## src/verilog/vfic_consts.svh

```systemverilog
// Offsets, field positions, reset values and masks of the fast interrupt controller
`ifndef VFIC_CONSTS_SVH
`define VFIC_CONSTS_SVH

// Device register map (byte addresses)
`define VFIC_OFF_NORM_STAT   32'hFFFF0000
`define VFIC_OFF_NORM_RAW    32'hFFFF0004
`define VFIC_OFF_NORM_EN     32'hFFFF0008
`define VFIC_OFF_NORM_CLR    32'hFFFF000C
`define VFIC_OFF_SOFT_CFG    32'hFFFF0010
`define VFIC_OFF_VEC_BASE    32'hFFFF0014
`define VFIC_OFF_VEC_PTR     32'hFFFF001C
`define VFIC_OFF_PRIO0       32'hFFFF0020
`define VFIC_OFF_NEST_CTRL   32'hFFFF0030
`define VFIC_OFF_FAST_STAT   32'hFFFF0100
`define VFIC_OFF_FAST_RAW    32'hFFFF0104
`define VFIC_OFF_FAST_EN     32'hFFFF0108
`define VFIC_OFF_FAST_CLR    32'hFFFF010C

// Field layout
`define VFIC_NUM_SRC         22
`define VFIC_NUM_PERIPH      20
`define VFIC_SOFT_NORM_BIT   1
`define VFIC_SOFT_FAST_BIT   2
`define VFIC_SOFT_CFG_MASK   32'h00000006
`define VFIC_PRIO0_MASK      32'h77777770
`define VFIC_NEST_NORM_BIT   0
`define VFIC_NEST_FAST_BIT   1
`define VFIC_PRIO_FIRST      1
`define VFIC_PRIO_LAST       7
`define VFIC_PRIO_UNASSIGNED 3'h7
`define VFIC_PRIO_OR_SRC     3'h0
`define VFIC_RESET_WORD      32'h00000000

// Controller register map (AXI4-Lite byte addresses)
`define VFIC_CTL_ADDR        4'h0
`define VFIC_CTL_WDATA       4'h4
`define VFIC_CTL_GO          4'h8
`define VFIC_CTL_STATUS      4'hC
`define VFIC_CTL_RDATA       5'h10
`define VFIC_GO_START_BIT    0
`define VFIC_GO_WRITE_BIT    1
`define VFIC_AXI_OKAY        2'h0
`define VFIC_AXI_SLVERR      2'h2

`endif

```

## src/verilog/vfic_pkg.sv

```systemverilog
// Types shared by both ends of the fast interrupt controller
package vfic_pkg;
	typedef logic [2:0] vfic_prio_t;
	typedef logic [4:0] vfic_src_idx_t;
	// Link command state of the controller end
	typedef enum logic [0:0] {
		VFIC_IDLE = 1'b0,
		VFIC_WAIT = 1'b1
	} vfic_cmd_state_t;
endpackage

```

## src/verilog/vfic_link_if.sv

```systemverilog
// Register link and request lines between controller end and device end
interface vfic_link_if;
	logic        req;
	logic        we;
	logic [31:0] addr;
	logic [31:0] wdata;
	logic [31:0] rdata;
	logic        ack;
	logic        irq;
	logic        fiq;

	modport dev (
		input  req,
		input  we,
		input  addr,
		input  wdata,
		output rdata,
		output ack,
		output irq,
		output fiq
	);

	modport ctl (
		output req,
		output we,
		output addr,
		output wdata,
		input  rdata,
		input  ack,
		input  irq,
		input  fiq
	);
endinterface

```

## src/verilog/vfic_prio_pick.sv

```systemverilog
// Picks the highest-priority active source, lowest number on a tie
`include "vfic_consts.svh"
module vfic_prio_pick (
	input  wire logic [`VFIC_NUM_SRC-1:0]   active,
	input  wire logic [3*`VFIC_NUM_SRC-1:0] prio_flat,
	output vfic_pkg::vfic_src_idx_t         win_idx,
	output logic                            win_valid
);
	vfic_pkg::vfic_prio_t best;

	// Ascending scan with strict compare keeps the lowest number on ties
	always_comb begin
		best = 3'h7;
		win_idx = 5'h00;
		win_valid = 1'b0;
		for (int k = 0; k < `VFIC_NUM_SRC; k++) begin
			if (active[k] && (!win_valid || prio_flat[3*k +: 3] < best)) begin // [RL24]
				best = prio_flat[3*k +: 3];
				win_idx = 5'(k);
				win_valid = 1'b1;
			end
		end
	end
endmodule // vfic_prio_pick

```

## src/verilog/vfic_device.sv

```systemverilog
// Device end: fast masks, status, programmed interrupts, vector and priority logic
//
// Rules of the document for this block
// [RL1] Fast request only while fast enable bit set
// [RL2] Fast enable writes only set bits
// [RL3] Write-only clear register drops ones written
// [RL4] Software clears enable only inside its handler
// [RL5] Software never clears a possibly pending source
// [RL6] Fast status is raw AND fast mask
// [RL7] Each fast status bit drives fast request
// [RL8] Soft config bit 2 drives fast bit 1
// [RL9] Soft config bit 1 drives normal bit 1
// [RL10] Programmed interrupts bypass both enable masks
// [RL11] Sources hold requests beyond minimum latency
// [RL12] Nesting control bits enable vectored handling
// [RL13] Eight levels each, fast outranks normal
// [RL14] Both vectored gives sixteen nesting levels; nest_q bit 1 is stored but drives nothing
// [RL15] Three-bit priority fields, values 0 to 7
// [RL16] Vector base 16 bits, upper half zero
// [RL17] Vector pointer holds base and winner
// [RL18] Software reads pointer only when vectored
// [RL19] Priority group zero field positions fixed
// [RL20] Source zero has no priority field
// [RL21] Fast enable set clears normal enable
// [RL22] Fixed map of twenty-two sources
// [RL23] OR of fast bits 31..1 feeds bit 0
// [RL24] Priority ties go to lowest source number
`include "vfic_consts.svh"
module vfic_device (
	input  wire logic                        aclk,
	input  wire logic                        aresetn,
	input  wire logic                        ce,
	input  wire logic [`VFIC_NUM_PERIPH-1:0] periph_src,
	vfic_link_if.dev                         link
);
	logic [31:0]                        fast_en_q;
	logic [31:0]                        norm_en_q;
	logic [31:0]                        soft_cfg_q;
	logic [15:0]                        vec_base_q;
	logic [31:0]                        prio0_q;
	logic [1:0]                         nest_q;
	logic [`VFIC_NUM_PERIPH-1:0]        periph_q;
	logic [31:0]                        rdata_q;
	logic                               ack_q;
	logic                               irq_q;
	logic                               fiq_q;
	logic [29:0]                        periph_word;
	logic [29:0]                        fast_upper;
	logic [29:0]                        norm_upper;
	logic                               fast_or;
	logic                               soft_norm;
	logic                               soft_fast;
	logic [31:0]                        fast_raw;
	logic [31:0]                        fast_stat;
	logic [31:0]                        norm_raw;
	logic [31:0]                        norm_stat;
	logic [31:0]                        vec_ptr;
	logic [31:0]                        rd_d;
	logic [3*`VFIC_NUM_SRC-1:0]         prio_flat;
	vfic_pkg::vfic_src_idx_t            win_idx;
	logic                               win_valid;
	logic                               wr;
	logic                               rd;

	////////////////////////////////////////////////////////////////////////////////
	// Link decode
	assign wr = ce && link.req && link.we;
	assign rd = ce && link.req && !link.we;

	////////////////////////////////////////////////////////////////////////////////
	// Raw and status words
	// Peripherals sit on bits 21..2, bits above are unused sources
	assign periph_word = {10'h000, periph_q}; // [RL22]
	assign soft_norm   = soft_cfg_q[`VFIC_SOFT_NORM_BIT];
	assign soft_fast   = soft_cfg_q[`VFIC_SOFT_FAST_BIT];
	assign fast_upper  = periph_word & fast_en_q[31:2]; // [RL1] [RL6]
	assign norm_upper  = periph_word & norm_en_q[31:2];
	// Bit 1 is the unmaskable programmed source; OR covers bits 31..1 only
	assign fast_or     = (|fast_upper) | soft_fast; // [RL23] [RL10]
	assign fast_raw    = {periph_word, soft_fast, fast_or}; // [RL8] [RL23]
	assign fast_stat   = {fast_upper, soft_fast, fast_or & fast_en_q[0]}; // [RL6] [RL8] [RL10]
	assign norm_raw    = {periph_word, soft_norm, fast_or}; // [RL9] [RL23]
	assign norm_stat   = {norm_upper, soft_norm, fast_or & norm_en_q[0]}; // [RL9] [RL10]

	////////////////////////////////////////////////////////////////////////////////
	// Priority of every source
	// Sources 8..21 without a field in group zero rank lowest; source 0 ranks highest
	always_comb begin
		prio_flat = '0;
		prio_flat[2:0] = `VFIC_PRIO_OR_SRC; // [RL20]
		for (int k = 1; k < `VFIC_NUM_SRC; k++) begin
			prio_flat[3*k +: 3] = `VFIC_PRIO_UNASSIGNED;
		end
		for (int k = `VFIC_PRIO_FIRST; k <= `VFIC_PRIO_LAST; k++) begin
			prio_flat[3*k +: 3] = prio0_q[4*k +: 3]; // [RL15] [RL19]
		end
	end

	// Winner among active normal sources
	vfic_prio_pick u_pick (
		.active    (norm_stat[`VFIC_NUM_SRC-1:0]),
		.prio_flat (prio_flat),
		.win_idx   (win_idx),
		.win_valid (win_valid)
	);

	// Pointer into the table of 32 handler addresses
	assign vec_ptr = {9'h000, vec_base_q, win_valid ? win_idx : 5'h00, 2'b00}; // [RL17]

	////////////////////////////////////////////////////////////////////////////////
	// Fast enable mask: set-only writes, clear register, cross-clear
	always_ff @(posedge aclk) begin
		if (!aresetn) begin
			fast_en_q <= `VFIC_RESET_WORD;
		end else if (wr && link.addr == `VFIC_OFF_FAST_EN) begin
			fast_en_q <= fast_en_q | link.wdata; // [RL2]
		end else if (wr && link.addr == `VFIC_OFF_FAST_CLR) begin
			fast_en_q <= fast_en_q & ~link.wdata; // [RL3]
		end else if (wr && link.addr == `VFIC_OFF_NORM_EN) begin
			fast_en_q <= fast_en_q & ~link.wdata; // [RL21]
		end
	end

	// Normal enable mask, mirror of the fast one
	always_ff @(posedge aclk) begin
		if (!aresetn) begin
			norm_en_q <= `VFIC_RESET_WORD;
		end else if (wr && link.addr == `VFIC_OFF_NORM_EN) begin
			norm_en_q <= norm_en_q | link.wdata;
		end else if (wr && link.addr == `VFIC_OFF_NORM_CLR) begin
			norm_en_q <= norm_en_q & ~link.wdata;
		end else if (wr && link.addr == `VFIC_OFF_FAST_EN) begin
			norm_en_q <= norm_en_q & ~link.wdata; // [RL21]
		end
	end

	////////////////////////////////////////////////////////////////////////////////
	// Configuration registers
	always_ff @(posedge aclk) begin
		if (!aresetn) begin
			soft_cfg_q <= `VFIC_RESET_WORD;
			vec_base_q <= 16'h0000;
			prio0_q    <= `VFIC_RESET_WORD;
			nest_q     <= 2'b00;
		end else if (wr) begin
			if (link.addr == `VFIC_OFF_SOFT_CFG) begin
				soft_cfg_q <= link.wdata & `VFIC_SOFT_CFG_MASK; // [RL8] [RL9]
			end
			if (link.addr == `VFIC_OFF_VEC_BASE) begin
				vec_base_q <= link.wdata[15:0]; // [RL16]
			end
			if (link.addr == `VFIC_OFF_PRIO0) begin
				prio0_q <= link.wdata & `VFIC_PRIO0_MASK; // [RL20]
			end
			if (link.addr == `VFIC_OFF_NEST_CTRL) begin
				nest_q <= link.wdata[1:0]; // [RL12]
			end
		end
	end

	// Peripheral levels sampled each enabled cycle; a pulse that misses every enabled rising edge is lost
	always_ff @(posedge aclk) begin
		if (!aresetn) begin
			periph_q <= '0;
		end else if (ce) begin
			periph_q <= periph_src; // [RL11]
		end
	end

	////////////////////////////////////////////////////////////////////////////////
	// Read multiplexer; unmapped and write-only offsets read zero
	always_comb begin
		unique case (link.addr)
			`VFIC_OFF_NORM_STAT: rd_d = norm_stat;
			`VFIC_OFF_NORM_RAW:  rd_d = norm_raw;
			`VFIC_OFF_NORM_EN:   rd_d = norm_en_q;
			`VFIC_OFF_SOFT_CFG:  rd_d = soft_cfg_q;
			`VFIC_OFF_VEC_BASE:  rd_d = {16'h0000, vec_base_q}; // [RL16]
			`VFIC_OFF_VEC_PTR:   rd_d = vec_ptr; // [RL17] [RL18]
			`VFIC_OFF_PRIO0:     rd_d = prio0_q;
			`VFIC_OFF_NEST_CTRL: rd_d = {30'h00000000, nest_q};
			`VFIC_OFF_FAST_STAT: rd_d = fast_stat; // [RL6]
			`VFIC_OFF_FAST_RAW:  rd_d = fast_raw;
			`VFIC_OFF_FAST_EN:   rd_d = fast_en_q;
			default:             rd_d = `VFIC_RESET_WORD; // [RL3]
		endcase
	end

	// Answer one cycle after each request
	always_ff @(posedge aclk) begin
		if (!aresetn) begin
			ack_q   <= 1'b0;
			rdata_q <= `VFIC_RESET_WORD;
		end else if (ce) begin
			ack_q <= link.req;
			if (rd) begin
				rdata_q <= rd_d;
			end
		end
	end

	////////////////////////////////////////////////////////////////////////////////
	// Request lines to the core
	// Vectored normal requests step aside while a fast one is up
	always_ff @(posedge aclk) begin
		if (!aresetn) begin
			irq_q <= 1'b0;
			fiq_q <= 1'b0;
		end else if (ce) begin
			fiq_q <= fast_or; // [RL7] [RL23]
			irq_q <= (|norm_stat) && !(nest_q[`VFIC_NEST_NORM_BIT] && fast_or); // [RL13] [RL14]
		end
	end

	assign link.ack   = ack_q;
	assign link.rdata = rdata_q;
	assign link.irq   = irq_q;
	assign link.fiq   = fiq_q;
endmodule // vfic_device

```

## src/flat_wrapper.sv

```systemverilog
// flat-port wrapper written by rule: the top's interface ports become plain ports
module vfic_device_flat 
  (aclk, aresetn, ce, periph_src, link_req, link_we, link_addr, link_wdata, link_rdata, link_ack, link_irq, link_fiq);
  vfic_link_if link_i ();
  input  wire logic aclk;
  input  wire logic aresetn;
  input  wire logic ce;
  input  wire logic [`VFIC_NUM_PERIPH-1:0] periph_src;
  input wire logic [$bits(link_i.req)-1:0] link_req;
  input wire logic [$bits(link_i.we)-1:0] link_we;
  input wire logic [$bits(link_i.addr)-1:0] link_addr;
  input wire logic [$bits(link_i.wdata)-1:0] link_wdata;
  output wire logic [$bits(link_i.rdata)-1:0] link_rdata;
  output wire logic [$bits(link_i.ack)-1:0] link_ack;
  output wire logic [$bits(link_i.irq)-1:0] link_irq;
  output wire logic [$bits(link_i.fiq)-1:0] link_fiq;
  assign link_i.req = link_req;
  assign link_i.we = link_we;
  assign link_i.addr = link_addr;
  assign link_i.wdata = link_wdata;
  assign link_rdata = link_i.rdata;
  assign link_ack = link_i.ack;
  assign link_irq = link_i.irq;
  assign link_fiq = link_i.fiq;
  vfic_device u_core (.aclk(aclk), .aresetn(aresetn), .ce(ce), .periph_src(periph_src), .link(link_i));
endmodule
```

## config.mk

```make
export PLATFORM = sky130hd
export DESIGN_NAME = vfic_device_flat
export DESIGN_NICKNAME = d
export VERILOG_FILES = /design/src/verilog/vfic_pkg.sv /design/src/verilog/vfic_link_if.sv /design/src/verilog/vfic_prio_pick.sv /design/src/verilog/vfic_device.sv /design/src/flat_wrapper.sv
export VERILOG_INCLUDE_DIRS = /design/src /design/src/verilog
export SDC_FILE = /design/constraint.sdc
export NUM_CORES = 1
export LEC_CHECK = 0
export ABC_AREA = 1
export BUFFER_PORTS_ARGS = -buffer_cell sky130_fd_sc_hd__buf_2
export CAP_MARGIN = 20
export CORE_UTILIZATION = 58
export DETAILED_ROUTE_END_ITERATION = 16
export PLACE_DENSITY = 0.81
export SLEW_MARGIN = 15
export SYNTH_ARGS = -nofsm -noshare
export SYNTH_HDL_FRONTEND = slang
export SYNTH_SLANG_ARGS = --single-unit
export TNS_END_PERCENT = 5
```

## constraint.sdc

```tcl
create_clock -name aclk -period 7.63 [get_ports aclk]
set_input_delay 0 -clock aclk [delete_from_list [all_inputs] [get_ports aclk]]
set_output_delay 0 -clock aclk [all_outputs]
set_load 0.03 [all_outputs]
```

==> results.toml <==
[status]
outcome = "finished, final reports clean"

[job]
drv_cap = 0

[detailed_routing]
dr.pass1.iters = 6
num_vias = 9767
drc = 0
drt_iter0_drc = 1163
totalWireLength_um = 29700
drt-wirelength-per-cell_um = 18.7
ant_nets = 0
via_per_inst = 6.16

[final_layout]
diodes = 0
synthToLayoutAreaGrowth_pct = 28.8
fin_nets = 1495
final_cell_mix = "nand2_1 (297), dfxtp_1 (150), a21oi_1 (142)"
fin_area_mm2 = 0.0108
final_common_cell = "nand2_1"
drive_above_1_share_pct = 20.3

[grt]
grt-ovfl-total = 0
grt_antenna_before_repair = 0
grt_pass1_vias = 8858
grt_max_degree = 82
grt_pass1_wl_um = 44600
grt_usage_pct = 39.0

[sta]
hold_viol_final = 0
hold_ws_ps = 81.2
fmax_ghz = 0.136
worst_pin_slew_ps = 1060
rsz0062_at_grt = "yes"
skew_ps = 7.53
finalMaxSlewViolations = 0
setup_viol = 0
slew_headroom_pct = 29.1
timing.final.crit_period_ps = 7340
finalCritPeriodShare_pct = 96.3

[power_and_ir_drop]
p_switching_w = 0.000433
power_frac_comb_pct = 5.9
p_int_w = 0.00139
clockPowerShare_pct = 47.5
pwr-share-seq_pct = 46.6
p_sw_share_pct = 23.7
p_per_area_mw_per_mm2 = 169
leakage_nw = 4.39
ir_worst_vdd_v = 0.000157

[synth]
synth-seq-cells = 160
synth_warnings = 0
ys_seq_area_share_pct = 38.3
synth_area_leaders = "dfxtp_1 (38%), nand2_1 (14%), a21oi_1 (8.7%), inv_1 (5.8%), o21ai_0 (4.7%)"
yosysTopAreaCell = "dfxtp_1"
synth_edf_count = 0
syn_area_mm2 = 0.00837
synthCells = 1217
ys_async_sr_fraction_pct = 0
synth_top_flop_cell = "dfxtp_1"
yosysTopAreaCellShare_pct = 38.3
netlist-cell-type-count = 41
syn_avg_cell_area_um2 = 6.88
synth_nets = 1319

[min_path]
min_path_type = "in2reg"

[clock_tree]
clock_latency_ps = 430
clockBufferDepth = 2
path_clk_slew_ps = 60
cts_root_buffer = "clkbuf_16"
cts_max_level = 4
cts_sinks = 160
cts_tree = "yes"
cts_buffers = 17

[setup_path]
cp_num_buf_inv = 8
cp_slowest_cell = "dfxtp_1"
path_class = "reg2reg"
cp.required_ps = 7900
critical_path_arrival_ps = 7620
cp-start-kind = "flop"
end_kind = "flop"
crit_family = "simple AND/OR/NAND/NOR gates"
slowest_delay_ps = 330
r2r_slack_ps = 290
crit_top_cell = "nand2_1"
cp_max_fo = 7

[floorplan]
ios = 124
core_mm2 = 0.0140
rows = 43
die_y_um = 122
initial_core_util_pct = 59.8
die_w_um = 122
die-area_mm2 = 0.0149

[placement]
port_buffers = 123
globalplace.congestion = 1.01
placed_area_mm2 = 0.00914
dp_hpwl_um = 19100
per-layer routing:
metal	up-vias	routed length (um)	global-route usage (%)
li1	4514	-	-
met1	4474	11500	47.3
met2	641	13500	64.0
met3	138	2900	8.24
met4	0	1810	21.7
met5	-	0	0
cells by family after synthesis:
kind of cell               count (synthesis)  share of synthesized area [%]
adders and majority gates                 13                           1.94
and+or+nand+nor                          494                           24.8
AOI/OAI and AO/OA                        356                           26.2
buffers and inverters                    194                           8.79
DFF                                      160                           38.3
power by group through the flow:
stage          clock [W]  sequential [W]  combinational, W
2_1_floorplan          0        0.000868         0.0000330
3_3_place_gp           0        0.000868         0.0000793
3_5_place_dp           0        0.000868         0.0000800
4_1_cts         0.000866        0.000850          0.000102
5_1_grt         0.000903        0.000851          0.000116
6_report        0.000867        0.000851          0.000107
Yosys cell counts, types with 2 or more instances:
cell type  instances
nand2_4            6
nor2_1            89
clkinv_1           5
nand2_2           15
o21ai_0           79
o22ai_1           12
nand2_1          320
o41ai_1            2
nand3_1           25
a21oi_1          145
nand3_2            5
a22o_1             7
buf_1              2
a21boi_0           3
dfxtp_1          160
a221oi_1          20
nor3_1            12
o221ai_1          11
clkbuf_1          54
nor4_1             5
nand4_1           13
ha_1              13
inv_1            130
o211ai_1          11
inv_2              2
a311oi_1          32
a211oi_1          20
o2111ai_1          4
o21ai_1            3
worst min-delay path, stage by stage:
cell and delay (ps):
buf_2 80, nor2_1 200, nand2_1 130, a21oi_1 50
worst paths after layout:
kind         startpoint               endpoint  cells past startpoint
min reg2reg        flop                   flop                      2
max                flop   u_core.link.rdata[3]                     69
min             link_we  u_core.link.rdata[23]                      4
max reg2reg        flop   u_core.link.rdata[3]                     69
repair_timing:
item | 4_1_cts | 5_1_grt
hold buffers | 55 | 0
endpoints found under the setup margin | 2 | 3
hold endpoints to repair | 126 | 0
gates resized for setup | 2 | 89
pin swaps | 0 | 44
buffers inserted | 0 | 20
final cells by class:
| class | instances | area (um2) |
|---|---|---|
| clock buffer | 21 | 460 |
| clock inverter | 10 | 126 |
| fill | 1044 | 3210 |
| inverter | 137 | 518 |
| multi-input combinational | 863 | 4800 |
| sequential | 160 | 3220 |
| tap | 180 | 225 |
| timing repair buffer | 214 | 1440 |
per-stage QoR:
stage / setup TNS [ps] / power, W / util [%] / setup slack [ps] / instances
after floorplan: 0 / 0.000901 / - / 851 / 1217
after global placement: 0 / 0.000947 / 65.3 / 176 / 1479
after detailed placement: -91.6 / 0.000948 / 65.3 / -60.9 / 1479
after CTS: 0 / 0.00182 / 73.5 / 7.25 / 1565
after global routing: -600 / 0.00187 / 77.1 / -275 / 1585
final: 0 / 0.00183 / 77.1 / 285 / 1585
Power figures use the tool's default switching activity.
